**config.mk**
```make
export PLATFORM = sky130hd
export DESIGN_NAME = uart_emu_engine
export DESIGN_NICKNAME = d
export VERILOG_FILES = /design/src/verilog/uart_emu_pkg.sv /design/src/verilog/uart_emu_engine.sv
export SDC_FILE = /design/constraint.sdc
export NUM_CORES = 1
export LEC_CHECK = 0
export ABC_AREA = 1
export ABC_CLOCK_PERIOD_IN_PS = 14300
export BUFFER_PORTS_ARGS = -buffer_cell sky130_fd_sc_hd__buf_4
export CORE_ASPECT_RATIO = 0.8
export CORE_MARGIN = 2
export CORE_UTILIZATION = 40
export CTS_CLUSTER_DIAMETER = 80
export DETAILED_ROUTE_END_ITERATION = 10
export PLACE_DENSITY_LB_ADDON = 0.08
export SETUP_SLACK_MARGIN = 0.02
export SYNTH_ARGS = -nofsm -noshare
export SYNTH_HDL_FRONTEND = slang
export SYNTH_SLANG_ARGS = --single-unit
```
**constraint.sdc**
```tcl
create_clock -name clk -period 14.3 [get_ports clk]
set_input_delay 0.715 -clock clk [delete_from_list [all_inputs] [get_ports clk]]
set_output_delay 0.715 -clock clk [all_outputs]
set_load 0.02 [all_outputs]
```
**src/verilog/uart_emu_pkg.sv**
```systemverilog
// Constants shared by the UART emulation channel engine.
// Assumes a word-indexed register port; byte address is four times the index.
package uart_emu_pkg;
  // ==========================================================================
  // Register indices
  localparam logic [5:0] IDX_MODE   = 6'h00;
  localparam logic [5:0] IDX_CMD    = 6'h01;
  localparam logic [5:0] IDX_MAXIDL = 6'h02;
  localparam logic [5:0] IDX_IDLE_DOWN_COUNTER   = 6'h03;
  localparam logic [5:0] IDX_BRKCNT = 6'h04;
  localparam logic [5:0] IDX_BRKERR = 6'h05;
  localparam logic [5:0] IDX_RCC    = 6'h06;
  localparam logic [5:0] IDX_EVENT  = 6'h07;
  localparam logic [5:0] IDX_CHAR0  = 6'h08;
  localparam int         NUM_CHARS  = 8;
  // ==========================================================================
  // Mode register fields
  localparam int MD_RX_SLOWDOWN_ENABLE = 0;
  localparam int MD_TX_SLOWDOWN_ENABLE = 1;
  localparam int MD_RXD  = 2;
  localparam int MD_TXD  = 6;
  localparam int MD_ENR  = 10;
  localparam int MD_ENT  = 11;
  localparam int MD_FRZ  = 12;
  localparam int DIV_W   = 4;
  // ==========================================================================
  // Control character entry fields
  localparam int CC_END = 15;
  localparam int CC_REJ = 14;
  localparam int CC_REA = 13;
  localparam int CC_INT = 12;
  // ==========================================================================
  // Event register bits (write one to clear)
  localparam int EV_RX  = 0;
  localparam int EV_TX  = 1;
  localparam int EV_CCR = 2;
  localparam int EV_BRK = 3;
  localparam int EV_W   = 4;
  // ==========================================================================
  // Command codes
  localparam logic [15:0] CMD_STOP    = 16'h0001;
  localparam logic [15:0] CMD_RESTART = 16'h0002;
  localparam logic [15:0] CMD_HUNT    = 16'h0003;
  localparam logic [15:0] ZERO16      = 16'h0000;
  localparam logic [15:0] ONE16       = 16'h0001;
endpackage : uart_emu_pkg

```
**src/verilog/uart_emu_engine.sv**
```systemverilog
// UART emulation channel engine: moves characters between buffer streams and
// the emulated PC-side FIFOs. Assumes FIFOs and buffer tables are outside and
// run on clk; the register port is a simple single-cycle strobe port.
`timescale 1ns/1ps
`default_nettype none
module uart_emu_engine
  import uart_emu_pkg::*;
#(
  parameter int BRG_DIV = 16
) (
  input  wire  logic        clk,
  input  wire  logic        sys_rst,
  input  wire  logic [5:0]  reg_addr,
  input  wire  logic [15:0] reg_wdata,
  input  wire  logic        reg_wr,
  input  wire  logic        reg_rd,
  output logic [15:0]       reg_rdata,
  input  wire  logic        pc_tx_valid,
  input  wire  logic [7:0]  pc_tx_data,
  output logic              pc_tx_pop,
  input  wire  logic        pc_break,
  output logic              pc_rx_push,
  output logic [7:0]        pc_rx_data,
  output logic              pc_rx_brk,
  input  wire  logic        pc_rx_full,
  input  wire  logic        txb_ready,
  input  wire  logic [7:0]  txb_data,
  input  wire  logic        txb_last,
  input  wire  logic        txb_intr,
  output logic              txb_take,
  output logic              rxb_wr,
  output logic [7:0]        rxb_data,
  input  wire  logic        rxb_intr,
  output logic              rxb_close,
  output logic              rxb_ctrl,
  output logic              rxb_idle,
  output logic              rxb_brk
);
  // ==========================================================================
  // Registers
  logic [15:0]      mode_ff, maxidl_ff, idle_down_counter_ff, brkcnt_ff, brkerr_ff;
  logic [15:0]      rcc_ff, brk_left_ff;
  logic [EV_W-1:0]  event_ff;
  logic [15:0]      cc_ff [NUM_CHARS];
  logic [15:0]      brg_ff;
  logic [DIV_W-1:0] txc_ff, rxc_ff;
  logic             stopped_ff, txact_ff, hunt_ff, open_ff, pbrk_ff, flow_on_ff;
  logic             push_ff, pushbrk_ff;
  logic [7:0]       push_data_ff;
  logic             brk_s1_ff, brk_s2_ff;

  function automatic logic [NUM_CHARS:0] cc_match(input logic [7:0] ch,
                                                  input logic [16*NUM_CHARS-1:0] tbl);
    logic alive;
    cc_match = '0;
    alive    = 1'b1;
    for (int i = 0; i < NUM_CHARS; i++) begin
      if (alive && tbl[16*i+CC_END]) begin
        alive = 1'b0;
      end else if (alive && tbl[16*i +: 8] == ch && !cc_match[NUM_CHARS]) begin
        cc_match[NUM_CHARS] = 1'b1;
        cc_match[i]         = tbl[16*i+CC_REJ];
      end
    end
  endfunction : cc_match

  // ==========================================================================
  // Decode
  wire wr_mode   = reg_wr && reg_addr == IDX_MODE;
  wire wr_cmd    = reg_wr && reg_addr == IDX_CMD;
  wire wr_maxidl = reg_wr && reg_addr == IDX_MAXIDL;
  wire wr_brkcnt = reg_wr && reg_addr == IDX_BRKCNT;
  wire wr_brkerr = reg_wr && reg_addr == IDX_BRKERR;
  wire wr_event  = reg_wr && reg_addr == IDX_EVENT;
  wire cmd_stop  = wr_cmd && reg_wdata == CMD_STOP;
  wire cmd_rest  = wr_cmd && reg_wdata == CMD_RESTART;
  wire cmd_hunt  = wr_cmd && reg_wdata == CMD_HUNT;
  wire [2:0] cc_sel = reg_addr[2:0];
  wire wr_cc     = reg_wr && reg_addr[5:3] == IDX_CHAR0[5:3];
  wire ent  = mode_ff[MD_ENT];
  wire enr  = mode_ff[MD_ENR];
  wire tx_slowdown_enable = mode_ff[MD_TX_SLOWDOWN_ENABLE];
  wire rx_slowdown_enable = mode_ff[MD_RX_SLOWDOWN_ENABLE];
  wire frz  = mode_ff[MD_FRZ];

  // ==========================================================================
  // Dividers
  wire brg_tick = brg_ff == 16'(BRG_DIV - 1);
  wire tx_tmo   = brg_tick && txc_ff == '0;
  wire rx_tmo   = brg_tick && rxc_ff == '0;

  always_ff @(posedge clk or posedge sys_rst) begin
    if (sys_rst) begin
      brg_ff <= '0;
      txc_ff <= '0;
      rxc_ff <= '0;
    end else begin
      brg_ff <= brg_tick ? '0 : brg_ff + ONE16;
      if (brg_tick) begin
        txc_ff <= tx_tmo ? mode_ff[MD_TXD +: DIV_W] : txc_ff - 1'b1;
        rxc_ff <= rx_tmo ? mode_ff[MD_RXD +: DIV_W] : rxc_ff - 1'b1;
      end
    end
  end

  // ==========================================================================
  // Transmit toward PC receive FIFO
  wire [15:0] flow_e   = cc_ff[NUM_CHARS-1];
  wire flow_cfg   = flow_e[CC_END] && !flow_e[CC_REJ];
  wire load_slot  = ent && !pc_rx_full && !push_ff && (!rx_slowdown_enable || rx_tmo);
  wire send_brk   = load_slot && brk_left_ff != ZERO16;
  wire send_flow  = load_slot && !send_brk && flow_cfg && flow_e[CC_REA] && !flow_on_ff;
  wire buf_ok     = txb_ready && (rx_slowdown_enable || txact_ff);
  wire send_buf   = load_slot && !send_brk && !send_flow && !stopped_ff && !frz && buf_ok;
  assign txb_take = send_buf;
  assign pc_rx_push = push_ff;
  assign pc_rx_data = push_data_ff;
  assign pc_rx_brk  = pushbrk_ff;

  always_ff @(posedge clk or posedge sys_rst) begin
    if (sys_rst) begin
      push_ff      <= 1'b0;
      pushbrk_ff   <= 1'b0;
      push_data_ff <= '0;
      brk_left_ff  <= '0;
      stopped_ff   <= 1'b0;
      txact_ff     <= 1'b0;
      flow_on_ff   <= 1'b0;
    end else begin
      push_ff    <= send_brk || send_flow || send_buf;
      pushbrk_ff <= send_brk;
      if (send_brk) begin
        push_data_ff <= '0;
      end else if (send_flow) begin
        push_data_ff <= flow_e[7:0];
      end else if (send_buf) begin
        push_data_ff <= txb_data;
      end
      if (cmd_stop) begin
        brk_left_ff <= brkcnt_ff;
      end else if (send_brk) begin
        brk_left_ff <= brk_left_ff - ONE16;
      end
      if (cmd_rest) begin
        stopped_ff <= 1'b0;
      end else if (cmd_stop) begin
        stopped_ff <= 1'b1;
      end
      if (!ent || (send_buf && txb_last)) begin
        txact_ff <= 1'b0;
      end else if (tx_tmo && txb_ready) begin
        txact_ff <= 1'b1;
      end
      flow_on_ff <= send_flow;
    end
  end

  // ==========================================================================
  // Receive from PC transmit FIFO
  // transmit FIFO pacing
  wire poll      = enr && (!tx_slowdown_enable || tx_tmo);
  assign pc_tx_pop = poll && pc_tx_valid && !hunt_ff;
  wire idle_in   = enr && tx_tmo && !pc_tx_valid;
  logic [16*NUM_CHARS-1:0] cc_flat;
  always_comb begin
    for (int i = 0; i < NUM_CHARS; i++) begin
      cc_flat[16*i +: 16] = cc_ff[i];
    end
  end
  wire [NUM_CHARS:0] m = cc_match(pc_tx_data, cc_flat);
  wire rej       = m[NUM_CHARS] && |m[NUM_CHARS-1:0];
  wire ctl_keep  = m[NUM_CHARS] && !rej;
  wire brk_edge  = brk_s2_ff && !pbrk_ff;
  wire idle_done = idle_in && open_ff && idle_down_counter_ff == ONE16;
  wire brk_close = brk_edge && open_ff;
  wire hunt_close = cmd_hunt && open_ff;
  wire ctl_close = pc_tx_pop && ctl_keep;
  wire close_now = idle_done || brk_close || hunt_close || ctl_close;

  always_ff @(posedge clk or posedge sys_rst) begin
    if (sys_rst) begin
      rxb_wr    <= 1'b0;
      rxb_data  <= '0;
      rxb_close <= 1'b0;
      rxb_ctrl  <= 1'b0;
      rxb_idle  <= 1'b0;
      rxb_brk   <= 1'b0;
      open_ff   <= 1'b0;
      hunt_ff   <= 1'b0;
      idle_down_counter_ff   <= '0;
      pbrk_ff   <= 1'b0;
      brk_s1_ff <= 1'b0;
      brk_s2_ff <= 1'b0;
      rcc_ff    <= '0;
      brkerr_ff <= '0;
    end else begin
      // The break request comes from the PC side, so it passes two flops.
      brk_s1_ff <= pc_break;
      brk_s2_ff <= brk_s1_ff;
      pbrk_ff   <= brk_s2_ff;
      rxb_wr    <= pc_tx_pop && !rej;
      if (pc_tx_pop && !rej) begin
        rxb_data <= pc_tx_data;
      end
      rxb_close <= close_now;
      rxb_ctrl  <= ctl_close;
      rxb_idle  <= idle_done;
      rxb_brk   <= brk_close;
      if (close_now) begin
        open_ff <= 1'b0;
      end else if (pc_tx_pop && !rej) begin
        open_ff <= 1'b1;
      end
      if (cmd_hunt) begin
        hunt_ff <= 1'b1;
      end else if (idle_in) begin
        hunt_ff <= 1'b0;
      end
      if (pc_tx_pop && !rej) begin
        idle_down_counter_ff <= maxidl_ff;
      end else if (idle_in && open_ff) begin
        idle_down_counter_ff <= idle_down_counter_ff - ONE16;
      end
      if (pc_tx_pop && rej) begin
        rcc_ff <= {8'h00, pc_tx_data};
      end
      if (brk_edge) begin
        brkerr_ff <= brkerr_ff + ONE16;
      end else if (wr_brkerr) begin
        brkerr_ff <= reg_wdata;
      end
    end
  end

  // ==========================================================================
  // Events, mode, table and read port
  wire [EV_W-1:0] ev_set;
  assign ev_set[EV_RX]  = close_now && (rxb_intr || brk_close);
  assign ev_set[EV_TX]  = (flow_on_ff && flow_e[CC_INT]) || (send_buf && txb_last && txb_intr);
  assign ev_set[EV_CCR] = pc_tx_pop && rej;
  assign ev_set[EV_BRK] = brk_edge;

  logic [15:0] reg_rd_val;
  always_comb begin
    unique case (reg_addr)
      IDX_MODE:   reg_rd_val = mode_ff;
      IDX_MAXIDL: reg_rd_val = maxidl_ff;
      IDX_IDLE_DOWN_COUNTER:   reg_rd_val = idle_down_counter_ff;
      IDX_BRKCNT: reg_rd_val = brkcnt_ff;
      IDX_BRKERR: reg_rd_val = brkerr_ff;
      IDX_RCC:    reg_rd_val = rcc_ff;
      IDX_EVENT:  reg_rd_val = {12'h000, event_ff};
      default:    reg_rd_val = (reg_addr[5:3] == IDX_CHAR0[5:3]) ? cc_ff[cc_sel] : ZERO16;
    endcase
  end

  always_ff @(posedge clk or posedge sys_rst) begin
    if (sys_rst) begin
      mode_ff   <= '0;
      maxidl_ff <= '0;
      brkcnt_ff <= '0;
      event_ff  <= '0;
      reg_rdata <= '0;
      for (int i = 0; i < NUM_CHARS; i++) begin
        cc_ff[i] <= '0;
      end
    end else begin
      if (reg_rd) begin
        reg_rdata <= reg_rd_val;
      end
      if (wr_mode) begin
        mode_ff <= reg_wdata;
      end
      if (wr_maxidl) begin
        maxidl_ff <= reg_wdata;
      end
      if (wr_brkcnt) begin
        brkcnt_ff <= reg_wdata;
      end
      // Set wins over a same-cycle clear.
      event_ff <= (event_ff & ~(wr_event ? reg_wdata[EV_W-1:0] : '0)) | ev_set;
      for (int i = 0; i < NUM_CHARS; i++) begin
        if (wr_cc && cc_sel == 3'(i)) begin
          cc_ff[i] <= reg_wdata;
        end
      end
      if (flow_on_ff && !(wr_cc && cc_sel == 3'(NUM_CHARS - 1))) begin
        cc_ff[NUM_CHARS-1][CC_REA] <= 1'b0;
      end
    end
  end
endmodule : uart_emu_engine
`default_nettype wire

```
== Word level (Yosys, flattened, before mapping) ==
Index checks and enable logic that the tools add are counted.

* Flip-flop bits (word level): 307
* Output and inout port bits: 41
* Input bits: 49

* Equal/unequal tests: 28
* Bitwise operators: 4
* Reductions and logical operators: 125
* Add/subtract/negate cells: 6
* $lt $le $gt $ge: 1
* Muxes and demuxes: 65

{| class="wikitable"
|+ Operators with widths
! cell !! count
|-
| 2-to-1 mux 16 bit || 10
|-
| one-hot mux 16 bit (7 select lines) || 1
|-
| logical AND 1 bit || 76
|-
| == test 8 bit || 8
|-
| binary-select mux 16 bit (select 3 bit) || 1
|-
| 2-to-1 mux 1 bit || 44
|-
| adder 16 x 1 -> 16 bit (second input constant) || 2
|-
| == test 16 x 1 -> 1 bit (second input constant) || 2
|-
| == test 16 x 2 -> 1 bit (second input constant) || 2
|-
| subtractor 16 x 1 -> 16 bit (second input constant) || 2
|-
| == test 6 x 3 -> 1 bit (second input constant) || 4
|-
| 2-to-1 mux 8 bit || 3
|-
| zero test 1 bit || 23
|-
| == test 16 x 4 -> 1 bit (second input constant) || 1
|-
| nonzero test 16 bit || 1
|-
| nonzero test 2 bit || 8
|-
| 2-to-1 mux 14 bit || 1
|-
| == test 3 bit (second input constant) || 4
|-
| == test 6 x 2 -> 1 bit (second input constant) || 2
|-
| 2-to-1 mux 4 bit || 3
|-
| logical OR 1 bit || 11
|-
| zero test 4 bit || 2
|-
| OR reduction 8 bit || 1
|-
| subtractor 4 x 1 -> 4 bit (second input constant) || 2
|-
| 12 further kinds || 15
|}

== Depth between registers and ports, before layout ==
Gate-level depths: netlist of the first run.

* Word-level depth: 39
* Mapped depth: 19

== Worst setup path before layout of the first run ==
OpenSTA, ideal clock, no wires.

* Kind: register to output
* From: register brg_ff[0]
* To: output pc_tx_pop
* Arrival: 1,867 ps
* Stages on the path, launching flop included: 9
* Path buffers: 1
* Setup slack: 11,718 ps
* Cell sequence: dfrtp_1 ha_1 nand3_1 nor2_1 nand2_1 inv_1 nand2_1 a21oi_2 clkbuf_1

* Word-level cells in the longest chain between the ends: 6

{| class="wikitable"
|+ RTL lines
! element !! line !! text
|-
| from (decl) || uart_emu_engine.sv:45 || <nowiki>logic [15:0] brg_ff;</nowiki>
|-
| from (signal assigned) || uart_emu_engine.sv:98 || <nowiki>brg_ff <= brg_tick ? '0 : brg_ff + ONE16;</nowiki>
|-
| == test 16 x 4 -> 1 bit || uart_emu_engine.sv:88 || <nowiki>wire brg_tick = brg_ff == 16'(BRG_DIV - 1);</nowiki>
|-
| logical AND 1 bit || uart_emu_engine.sv:89 || <nowiki>wire tx_tmo = brg_tick && txc_ff == '0;</nowiki>
|-
| logical OR 1 bit || uart_emu_engine.sv:161 || <nowiki>wire poll = enr && (!tx_slowdown_enable || tx_tmo);</nowiki>
|-
| logical AND 1 bit || uart_emu_engine.sv:161 ||
|-
| logical AND 1 bit (2 in a row) || uart_emu_engine.sv:162 || <nowiki>assign pc_tx_pop = poll && pc_tx_valid && !hunt_ff;</nowiki>
|-
| to (decl) || uart_emu_engine.sv:20 || <nowiki>output logic pc_tx_pop,</nowiki>
|}

No other way between the ends.

== Worst setup path in the final report of the first run ==
* From: register brg_ff[0]
* To: register idle_down_counter_ff[4]

* Word-level cells in the longest chain between the ends: 8
* Elaborated cells between the ends (all ways): 12
* Classes of those cells: eq/ne: 1; mux: 1; reduce/logical: 10

{| class="wikitable"
|+ RTL lines
! element !! line !! text
|-
| == test 16 x 4 -> 1 bit * || uart_emu_engine.sv:88 ||
|-
| logical AND 1 bit * || uart_emu_engine.sv:89 ||
|-
| logical OR 1 bit || uart_emu_engine.sv:161 ||
|-
| logical AND 1 bit || uart_emu_engine.sv:161 ||
|-
| logical AND 1 bit (2 in a row) || uart_emu_engine.sv:162 ||
|-
| logical AND 1 bit || uart_emu_engine.sv:219 || <nowiki>if (pc_tx_pop && !rej) begin</nowiki>
|-
| 2-to-1 mux 16 bit or nonzero test 2 bit (tied branches) || - ||
|-
| to (signal assigned) || uart_emu_engine.sv:220 || <nowiki>idle_down_counter_ff <= maxidl_ff;</nowiki>
|-
| to (signal assigned) || uart_emu_engine.sv:222 || <nowiki>idle_down_counter_ff <= idle_down_counter_ff - ONE16;</nowiki>
|-
| to (decl) || uart_emu_engine.sv:41 || <nowiki>logic [15:0] mode_ff, maxidl_ff, idle_down_counter_ff, brkcnt_ff, brkerr_ff;</nowiki>
|}

Mark *: on every way between the ends. The rest lies on a longest branch, timed or not.
A chain may end at the register's enable or synchronous reset.

==> run_results.csv, run 1 <==
group,metric,value,unit
setup_path,worst-setup-path-type,"reg2reg",
placement,port_buffers,89,
synthesis,synth_enable_flop_cells,0,
clocking,number_of_buffers_added_by_the_clock_tree_synthesis_step,37,
clocking,clk_transition_reported_paths,0.06,ns
clocking,cts.path.max_buffers,3,
sta,timing.fmax,280.0,MHz
sta,period_share,0.2498,
sta,totalNegativeSetupSlack,0,ns
setup_path,critPathArrivalTime,4.05,ns
cells_and_area,layout.area.seq,7682,µm²
routing,postRouteAntennaNets,0,
routing,detail_route.vias_per_cell,5.454,
power_and_ir_drop,leakage,8.785,nW
clocking,holdBufCountCts,0,
setup_path,worst-r2r-cell-count,11,
setup_path,regToRegSetupSlack,10.73,ns
setup_path,required,14.78,ns
setup_path,worstSetupEndpointType,"flop",
grt,antenna_violations_before_repair,1,
placement,global_placer_s_final_weighted_congestion,0.8933,
cells_and_area,layout_commonest_cell,"sky130_fd_sc_hd__nand2_1",
clocking,clock_tree.htree_level_count,2,
routing,detail_route.iter0.violations,1587,
cells_and_area,core_util_final,0.4693,
setup_path,reg2reg_from,"brg_ff[0]",
synthesis,synth-main-ff-cell,"sky130_fd_sc_hd__dfrtp_1",
cells_and_area,multi_input_gate_area_in_the_final_layout,6945,µm²
routing,post-route-drc-count,0,
floorplanning,placeable_core_area,39440,µm²
clocking,clock_tree_from_tritoncts,"yes",
routing,detailroute.via_count,14580,
synthesis,synth_async_sr_flop_share,1.000,
sta,rsz_0062_raised_after_global_routing,"false",
floorplanning,die_x,227.8,µm
cells_and_area,post_route_cells_drive_above_1_share,0.09822,
synthesis,cell_count_after_synthesis,2055,
min_path,hold_path.class,"in2reg",
synthesis,ys_warn_count,0,
synthesis,post_synthesis_instance_area,16030,µm²
cells_and_area,layoutNonFillerInstCount,2674,
cells_and_area,num-nets-final,2168,
cells_and_area,area_growth_syn_to_layout,15.48,%
routing,route.detailed.wl_per_inst,20.97,µm
grt,grt_overflow,0,
floorplanning,die_area,41710,µm²
synthesis,synth_seq_cells,307,
sta,slew-limit-headroom,0.2540,
grt,number_of_global_route_vias_before_repair,13820,
run,drv.max_cap_violation_count,0,
placement,placed_cells,2607,
sta,tightestPinTransition,1.116,ns
cells_and_area,antenna_cells,0,
outcome,run_status,"finished clean",
power_and_ir_drop,pwr_density_cell,153.4,nW/µm²
grt,first_pass_grt_wire_length,85730,µm
power_and_ir_drop,peakVddDrop,97.66,µV
floorplanning,floorplan_row_count,65,
clocking,cts.root.buffer_cell,"sky130_fd_sc_hd__clkbuf_16",
sta,fin_skew,0.008246,ns
clocking,post_cts.resized_instances,0,
sta,finalCriticalPeriod,3.572,ns
setup_path,worstSetupEndpoint,"idle_down_counter_ff[4]",
sta,setup-violations-final,0,
floorplanning,die-height,183.1,µm
synthesis,ys_seq_area_frac,0.4792,
setup_path,crit_path_start_kind,"flop",
cells_and_area,layout.cells.most_common_list,"sky130_fd_sc_hd__nand2_1, sky130_fd_sc_hd__dfrtp_1, sky130_fd_sc_hd__inv_1, sky130_fd_sc_hd__o21ai_0, sky130_fd_sc_hd__nor2_1",
routing,drt_first_pass_iters,6,
clocking,clk-insertion-delay-late,0.54,ns
synthesis,post_synth.cell_area_avg,7.801,µm²
sta,timing_hold_violations_final,0,
clocking,cts.sinks,307,
clocking,cts_setup_buffers,0,
setup_path,cp_max_fo,20,
routing,final_wirelength,56070,µm
grt,track_usage,0.2706,
grt,grt_max_degree,147,
synthesis,synth_cell_type_count,51,
floorplanning,io_pins,90,
synthesis,syn_nets,2113,
setup_path,crit_start,"brg_ff[0]",
floorplanning,initial_utilization,0.4064,
cells_and_area,final.fill_count,3952,
sta,final_max_slew_viol_count,0,
placement,place_hpwl,39530,µm
setup_path,r2r_end,"idle_down_counter_ff[4]",
## synthesized netlist by cell type, types with 8 or more instances
master                     number  area (µm²)
sky130_fd_sc_hd__a211oi_1      12       90.09
sky130_fd_sc_hd__a21oi_1       72       360.4
sky130_fd_sc_hd__a221oi_1      18       157.7
sky130_fd_sc_hd__a22o_1         8       70.07
sky130_fd_sc_hd__a22oi_1        8       60.06
sky130_fd_sc_hd__a31oi_1       18       112.6
sky130_fd_sc_hd__buf_2         15       75.07
sky130_fd_sc_hd__clkbuf_1      61       229.0
sky130_fd_sc_hd__clkinv_1       9       33.78
sky130_fd_sc_hd__dfrtp_1      307        7682
sky130_fd_sc_hd__ha_1           9       112.6
sky130_fd_sc_hd__inv_1        256       960.9
sky130_fd_sc_hd__inv_2          9       33.78
sky130_fd_sc_hd__nand2_1      485        1821
sky130_fd_sc_hd__nand3_1      112       560.5
sky130_fd_sc_hd__nand3_2       11       110.1
sky130_fd_sc_hd__nand4_1       22       137.6
sky130_fd_sc_hd__nor2_1       170       638.1
sky130_fd_sc_hd__nor2_2         8       50.05
sky130_fd_sc_hd__nor3_1        31       155.2
sky130_fd_sc_hd__o211ai_1      19       142.6
sky130_fd_sc_hd__o21ai_0      232        1161
sky130_fd_sc_hd__o221ai_1      17       148.9
sky130_fd_sc_hd__o22ai_1       46       287.8
sky130_fd_sc_hd__xnor2_1       15       131.4
sky130_fd_sc_hd__xor2_1        32       280.3
## report_power, final
| part | internal [W] | total, W | switching (W) |
|---|---|---|---|
| combinational | 0.000205 | 0.000576 | 0.000371 |
| clock | 0.000692 | 0.00109 | 0.000401 |
| sequential | 0.00103 | 0.00117 | 0.000142 |
| total | 0.00193 | 0.00284 | 0.000914 |
## worst max-delay path, stage by stage (launching register included)
cell	delay [ns]
sky130_fd_sc_hd__dfrtp_1	0.37
sky130_fd_sc_hd__ha_1	0.19
sky130_fd_sc_hd__nand3_1	0.19
sky130_fd_sc_hd__nor4_4	0.61
sky130_fd_sc_hd__nand2_1	0.10
sky130_fd_sc_hd__nor3_1	0.37
sky130_fd_sc_hd__nand2_1	0.68
sky130_fd_sc_hd__inv_1	0.59
sky130_fd_sc_hd__o21ai_0	0.16
sky130_fd_sc_hd__nand2_1	0.11
sky130_fd_sc_hd__nand2_1	0.06
sky130_fd_sc_hd__nand2_1	0.06
## per-stage QoR
| stage | power (W) | hold WS [ns] | worst slack, ns | instance area [µm²] |
|---|---|---|---|---|
| after floorplan | 0.001545 | 0.3312 | 5.097 | 16030 |
| after global placement | 0.001742 | 0.3404 | 10.38 | 17120 |
| after detailed placement | 0.001752 | 0.3411 | 10.40 | 17120 |
| after CTS | 0.002848 | 0.2674 | 10.73 | 18510 |
| after global routing | 0.002988 | 0.2761 | 10.36 | 18510 |
| final | 0.002840 | 0.2832 | 10.73 | 18510 |
## state kept, by name, indices dropped and copies added (netlist names), 16 cells and up
signal and cells:
cc_ff 112, brg_ff 16, brk_left_ff 16, brkcnt_ff 16, brkerr_ff 16, flow_e 16, idle_down_counter_ff 16, maxidl_ff 16
mode_ff 16, reg_rdata 16
## cells by family (layout without fill, tap and decap cells)
group                      after synthesis  in the layout  share of synthesized area
AOI/OAI and AO/OA                      470            470                     0.1709
adders and majority gates                9              9                   0.007024
DFF                                    307            307                     0.4792
and+or+nand+nor                        861            861                     0.2279
buffers and inverters                  361            444                    0.08928
xor gates and xnor gates                47             47                    0.02568
## final cells by class
class	count	area share
well taps	536	0.03623
clock buffers	51	0.05839
flip-flops and latches	307	0.4150
clock inverters	16	0.01696
inverters	276	0.05664
repair buffers	101	0.04163
multi-input cells	1387	0.3752
## worst min path at each step
| stage | from | end | slack [ns] | depth (start not counted) |
|---|---|---|---|---|
| 2_1_floorplan | brk_s1_ff | brk_s2_ff | 0.33 | 0 |
| 3_3_place_gp | brk_s1_ff | brk_s2_ff | 0.34 | 0 |
| 3_5_place_dp | brk_s1_ff | brk_s2_ff | 0.34 | 0 |
| 4_1_cts | pc_break | brk_s1_ff | 0.27 | 1 |
| 5_1_grt | pc_break | brk_s1_ff | 0.28 | 1 |
| 6_report | pc_break | brk_s1_ff | 0.28 | 1 |
## layer usage
layer,wire (µm),up-vias,track usage
met1,26350,7004,0.4035
met5,0,-,0
met2,23340,596,0.3962
met3,5122,74,0.05877
met4,1259,0,0.06974
li1,-,6910,-
(Power assumes the default switching activity.)
==> run 2, diff against run 1 <==
--- a/config.mk
+++ b/config.mk
@@ -6,7 +6,7 @@
 export NUM_CORES = 1
 export LEC_CHECK = 0
 export ABC_AREA = 1
-export ABC_CLOCK_PERIOD_IN_PS = 14300
+export ABC_CLOCK_PERIOD_IN_PS = 3300
 export BUFFER_PORTS_ARGS = -buffer_cell sky130_fd_sc_hd__buf_4
 export CORE_ASPECT_RATIO = 0.8
 export CORE_MARGIN = 2
==> constraint.sdc (replaced) <==
create_clock -name clk -period 3.3 [get_ports clk]
set_input_delay 0.165 -clock clk [delete_from_list [all_inputs] [get_ports clk]]
set_output_delay 0.165 -clock clk [all_outputs]
set_load 0.02 [all_outputs]
==> run 2 against run 1 <==
Effect of this change: routed wire length decreased by 0.14%; power increased to 4.2 times the previous value; maximum frequency increased by 18%; non-clock buffer count increased by 70.
==> run_results.csv, run 2 (synthesized netlist as in run 1, its figures left out) <==
group,metric,value,unit
cells_and_area,num-nets-final,2239,
clocking,cts.path.max_buffers,3,
outcome,run_status,"finished clean",
floorplanning,io_pins,90,
clocking,cts.sinks,307,
sta,tightestPinTransition,0.9766,ns
clocking,number_of_buffers_added_by_the_clock_tree_synthesis_step,38,
placement,port_buffers,89,
routing,drt_first_pass_iters,5,
sta,rsz_0062_raised_after_global_routing,"false",
clocking,clk_transition_reported_paths,0.06,ns
setup_path,reg2reg_from,"cc_ff[127]",
setup_path,r2r_end,"idle_down_counter_ff[9]",
routing,final_wirelength,55990,µm
floorplanning,die_x,227.8,µm
power_and_ir_drop,leakage,9.075,nW
grt,track_usage,0.2705,
placement,place_hpwl,40780,µm
power_and_ir_drop,pwr_density_cell,632.3,nW/µm²
routing,postRouteAntennaNets,0,
sta,timing_hold_violations_final,0,
floorplanning,placeable_core_area,39440,µm²
setup_path,cp_common_cell,"sky130_fd_sc_hd__nand2_1",
clocking,clock_tree_from_tritoncts,"yes",
routing,detail_route.vias_per_cell,5.382,
setup_path,cp_max_fo,33,
min_path,timing.hold.worst_endpoint,"rcc_ff[6]",
cells_and_area,area_growth_syn_to_layout,18.94,%
cells_and_area,multi_input_gate_area_in_the_final_layout,6945,µm²
cells_and_area,antenna_cells,0,
cells_and_area,largest_register_ffs,112,
sta,final_max_slew_viol_count,0,
routing,detailroute.via_count,14770,
cells_and_area,final.fill_count,3837,
clocking,cts_setup_buffers,0,
sta,slew-limit-headroom,0.3473,
setup_path,regToRegSetupSlack,0.28,ns
run,drv.max_cap_violation_count,0,
clocking,cts.root.buffer_cell,"sky130_fd_sc_hd__clkbuf_16",
floorplanning,die_area,41710,µm²
clocking,clock_tree.htree_level_count,2,
setup_path,cp_cell_sequence,"nor2_1 -> nand2_1 -> nor2_1 -> inv_1 -> nor3_1 -> nand3_1 -> nor2_1 -> nand4_1 -> nand3_2 -> nor2_4 -> nand2_4 -> buf_4 -> nand2_1 -> nand2_1 -> nand2_1",
setup_path,worst-r2r-cell-count,15,
cells_and_area,layout.area.seq,7682,µm²
grt,number_of_global_route_vias_before_repair,13830,
setup_path,crit_path_start_kind,"flop",
placement,global_placer_s_final_weighted_congestion,0.9299,
floorplanning,initial_utilization,0.4064,
setup_path,required,3.72,ns
cells_and_area,core_util_final,0.4834,
floorplanning,die-height,183.1,µm
min_path,holdPathStages,3,
sta,fin_skew,0.01357,ns
sta,setup_ws,0.2791,ns
min_path,hold_path.class,"in2reg",
sta,period_share,0.9154,
setup_path,critPathArrivalTime,3.44,ns
grt,first_pass_grt_wire_length,85970,µm
clocking,clk-insertion-delay-late,0.53,ns
sta,timing.fmax,331.0,MHz
min_path,min-delay-start,"pc_tx_data[6]",
setup_path,max_stage_delay,0.42,ns
cells_and_area,post_route_cells_drive_above_1_share,0.1137,
setup_path,worst-setup-path-type,"reg2reg",
grt,grt_overflow,0,
routing,route.detailed.wl_per_inst,20.41,µm
cells_and_area,largest_register,"cc_ff",
sta,finalCriticalPeriod,3.021,ns
floorplanning,floorplan_row_count,65,
cells_and_area,layout.cells.most_common_list,"sky130_fd_sc_hd__nand2_1, sky130_fd_sc_hd__dfrtp_1, sky130_fd_sc_hd__inv_1, sky130_fd_sc_hd__o21ai_0, sky130_fd_sc_hd__nor2_1",
grt,antenna_violations_before_repair,1,
routing,detail_route.iter0.violations,1596,
routing,post-route-drc-count,0,
setup_path,worstSetupEndpointType,"flop",
cells_and_area,layout_commonest_cell,"sky130_fd_sc_hd__nand2_1",
placement,pre_cts_ws,0.4674,ns
power_and_ir_drop,peakVddDrop,426.5,µV
setup_path,critical-path-slowest-cell,"sky130_fd_sc_hd__nor3_1",
sta,setup-violations-final,0,
grt,grt_max_degree,80,
[run 2: worst max-delay path by stage]
stage	start	to	slack, ns
2_1_floorplan	sys_rst	brg_ff[0]	-0.95
4_1_cts	cc_ff[127]	idle_down_counter_ff[9]	0.44
3_3_place_gp	cc_ff[127]	idle_down_counter_ff[9]	0.49
6_report	cc_ff[127]	idle_down_counter_ff[9]	0.28
5_1_grt	cc_ff[127]	idle_down_counter_ff[2]	0.09
3_5_place_dp	cc_ff[127]	idle_down_counter_ff[9]	0.47
[run 2: what timing repair did]
action / in CTS / in global routing
endpoints found under the hold margin: 94 / 0
endpoints found under the setup margin: 0 / 0
gates resized for setup: 0 / 0
hold buffers: 30 / 0
[run 2: per-layer routing]
layer	global-route usage	share of wire	vias to the layer above
met5	0	0	-
met4	0.08211	0.029	0
met3	0.07136	0.097	89
met2	0.3776	0.40	603
met1	0.4057	0.47	7034
li1	-	-	7042
[run 2: cell type report]
cell class | count | share of cell area
clock inverters | 15 | 0.01109
inverters | 276 | 0.05479
repair buffers | 171 | 0.07388
flip-flops and latches | 307 | 0.4029
multi-input cells | 1387 | 0.3642
well taps | 536 | 0.03517
clock buffers | 52 | 0.05794
[run 2: power by group]
| part | internal, W | switching (W) | leakage [nW] | total, W |
|---|---|---|---|---|
| combinational | 0.000943 | 0.00160 | 4.60 | 0.00254 |
| sequential | 0.00446 | 0.000623 | 3.83 | 0.00508 |
| clock | 0.00273 | 0.00170 | 0.643 | 0.00443 |
[run 2: per-stage QoR]
step | power [W] | hold slack [ns] | setup TNS, ns | instances | area (µm²)
3_3_place_gp | 0.007582 | 0.2755 | 0 | 2647 | 17450
2_1_floorplan | 0.006695 | 0.1964 | -291.64 | 2055 | 16040
6_report | 0.01206 | 0.03133 | 0 | 2744 | 19070
4_1_cts | 0.01210 | 0.003755 | 0 | 2744 | 19070
3_5_place_dp | 0.007610 | 0.2757 | 0 | 2647 | 17450
5_1_grt | 0.01273 | 0.02173 | 0 | 2744 | 19070
[run 2: worst max-delay path: cells and delay by family (launching register included)]
kind	cells	cell delay (ns)
flops	1	0.37
buf+inv	2	0.45
simple gates	13	2.04
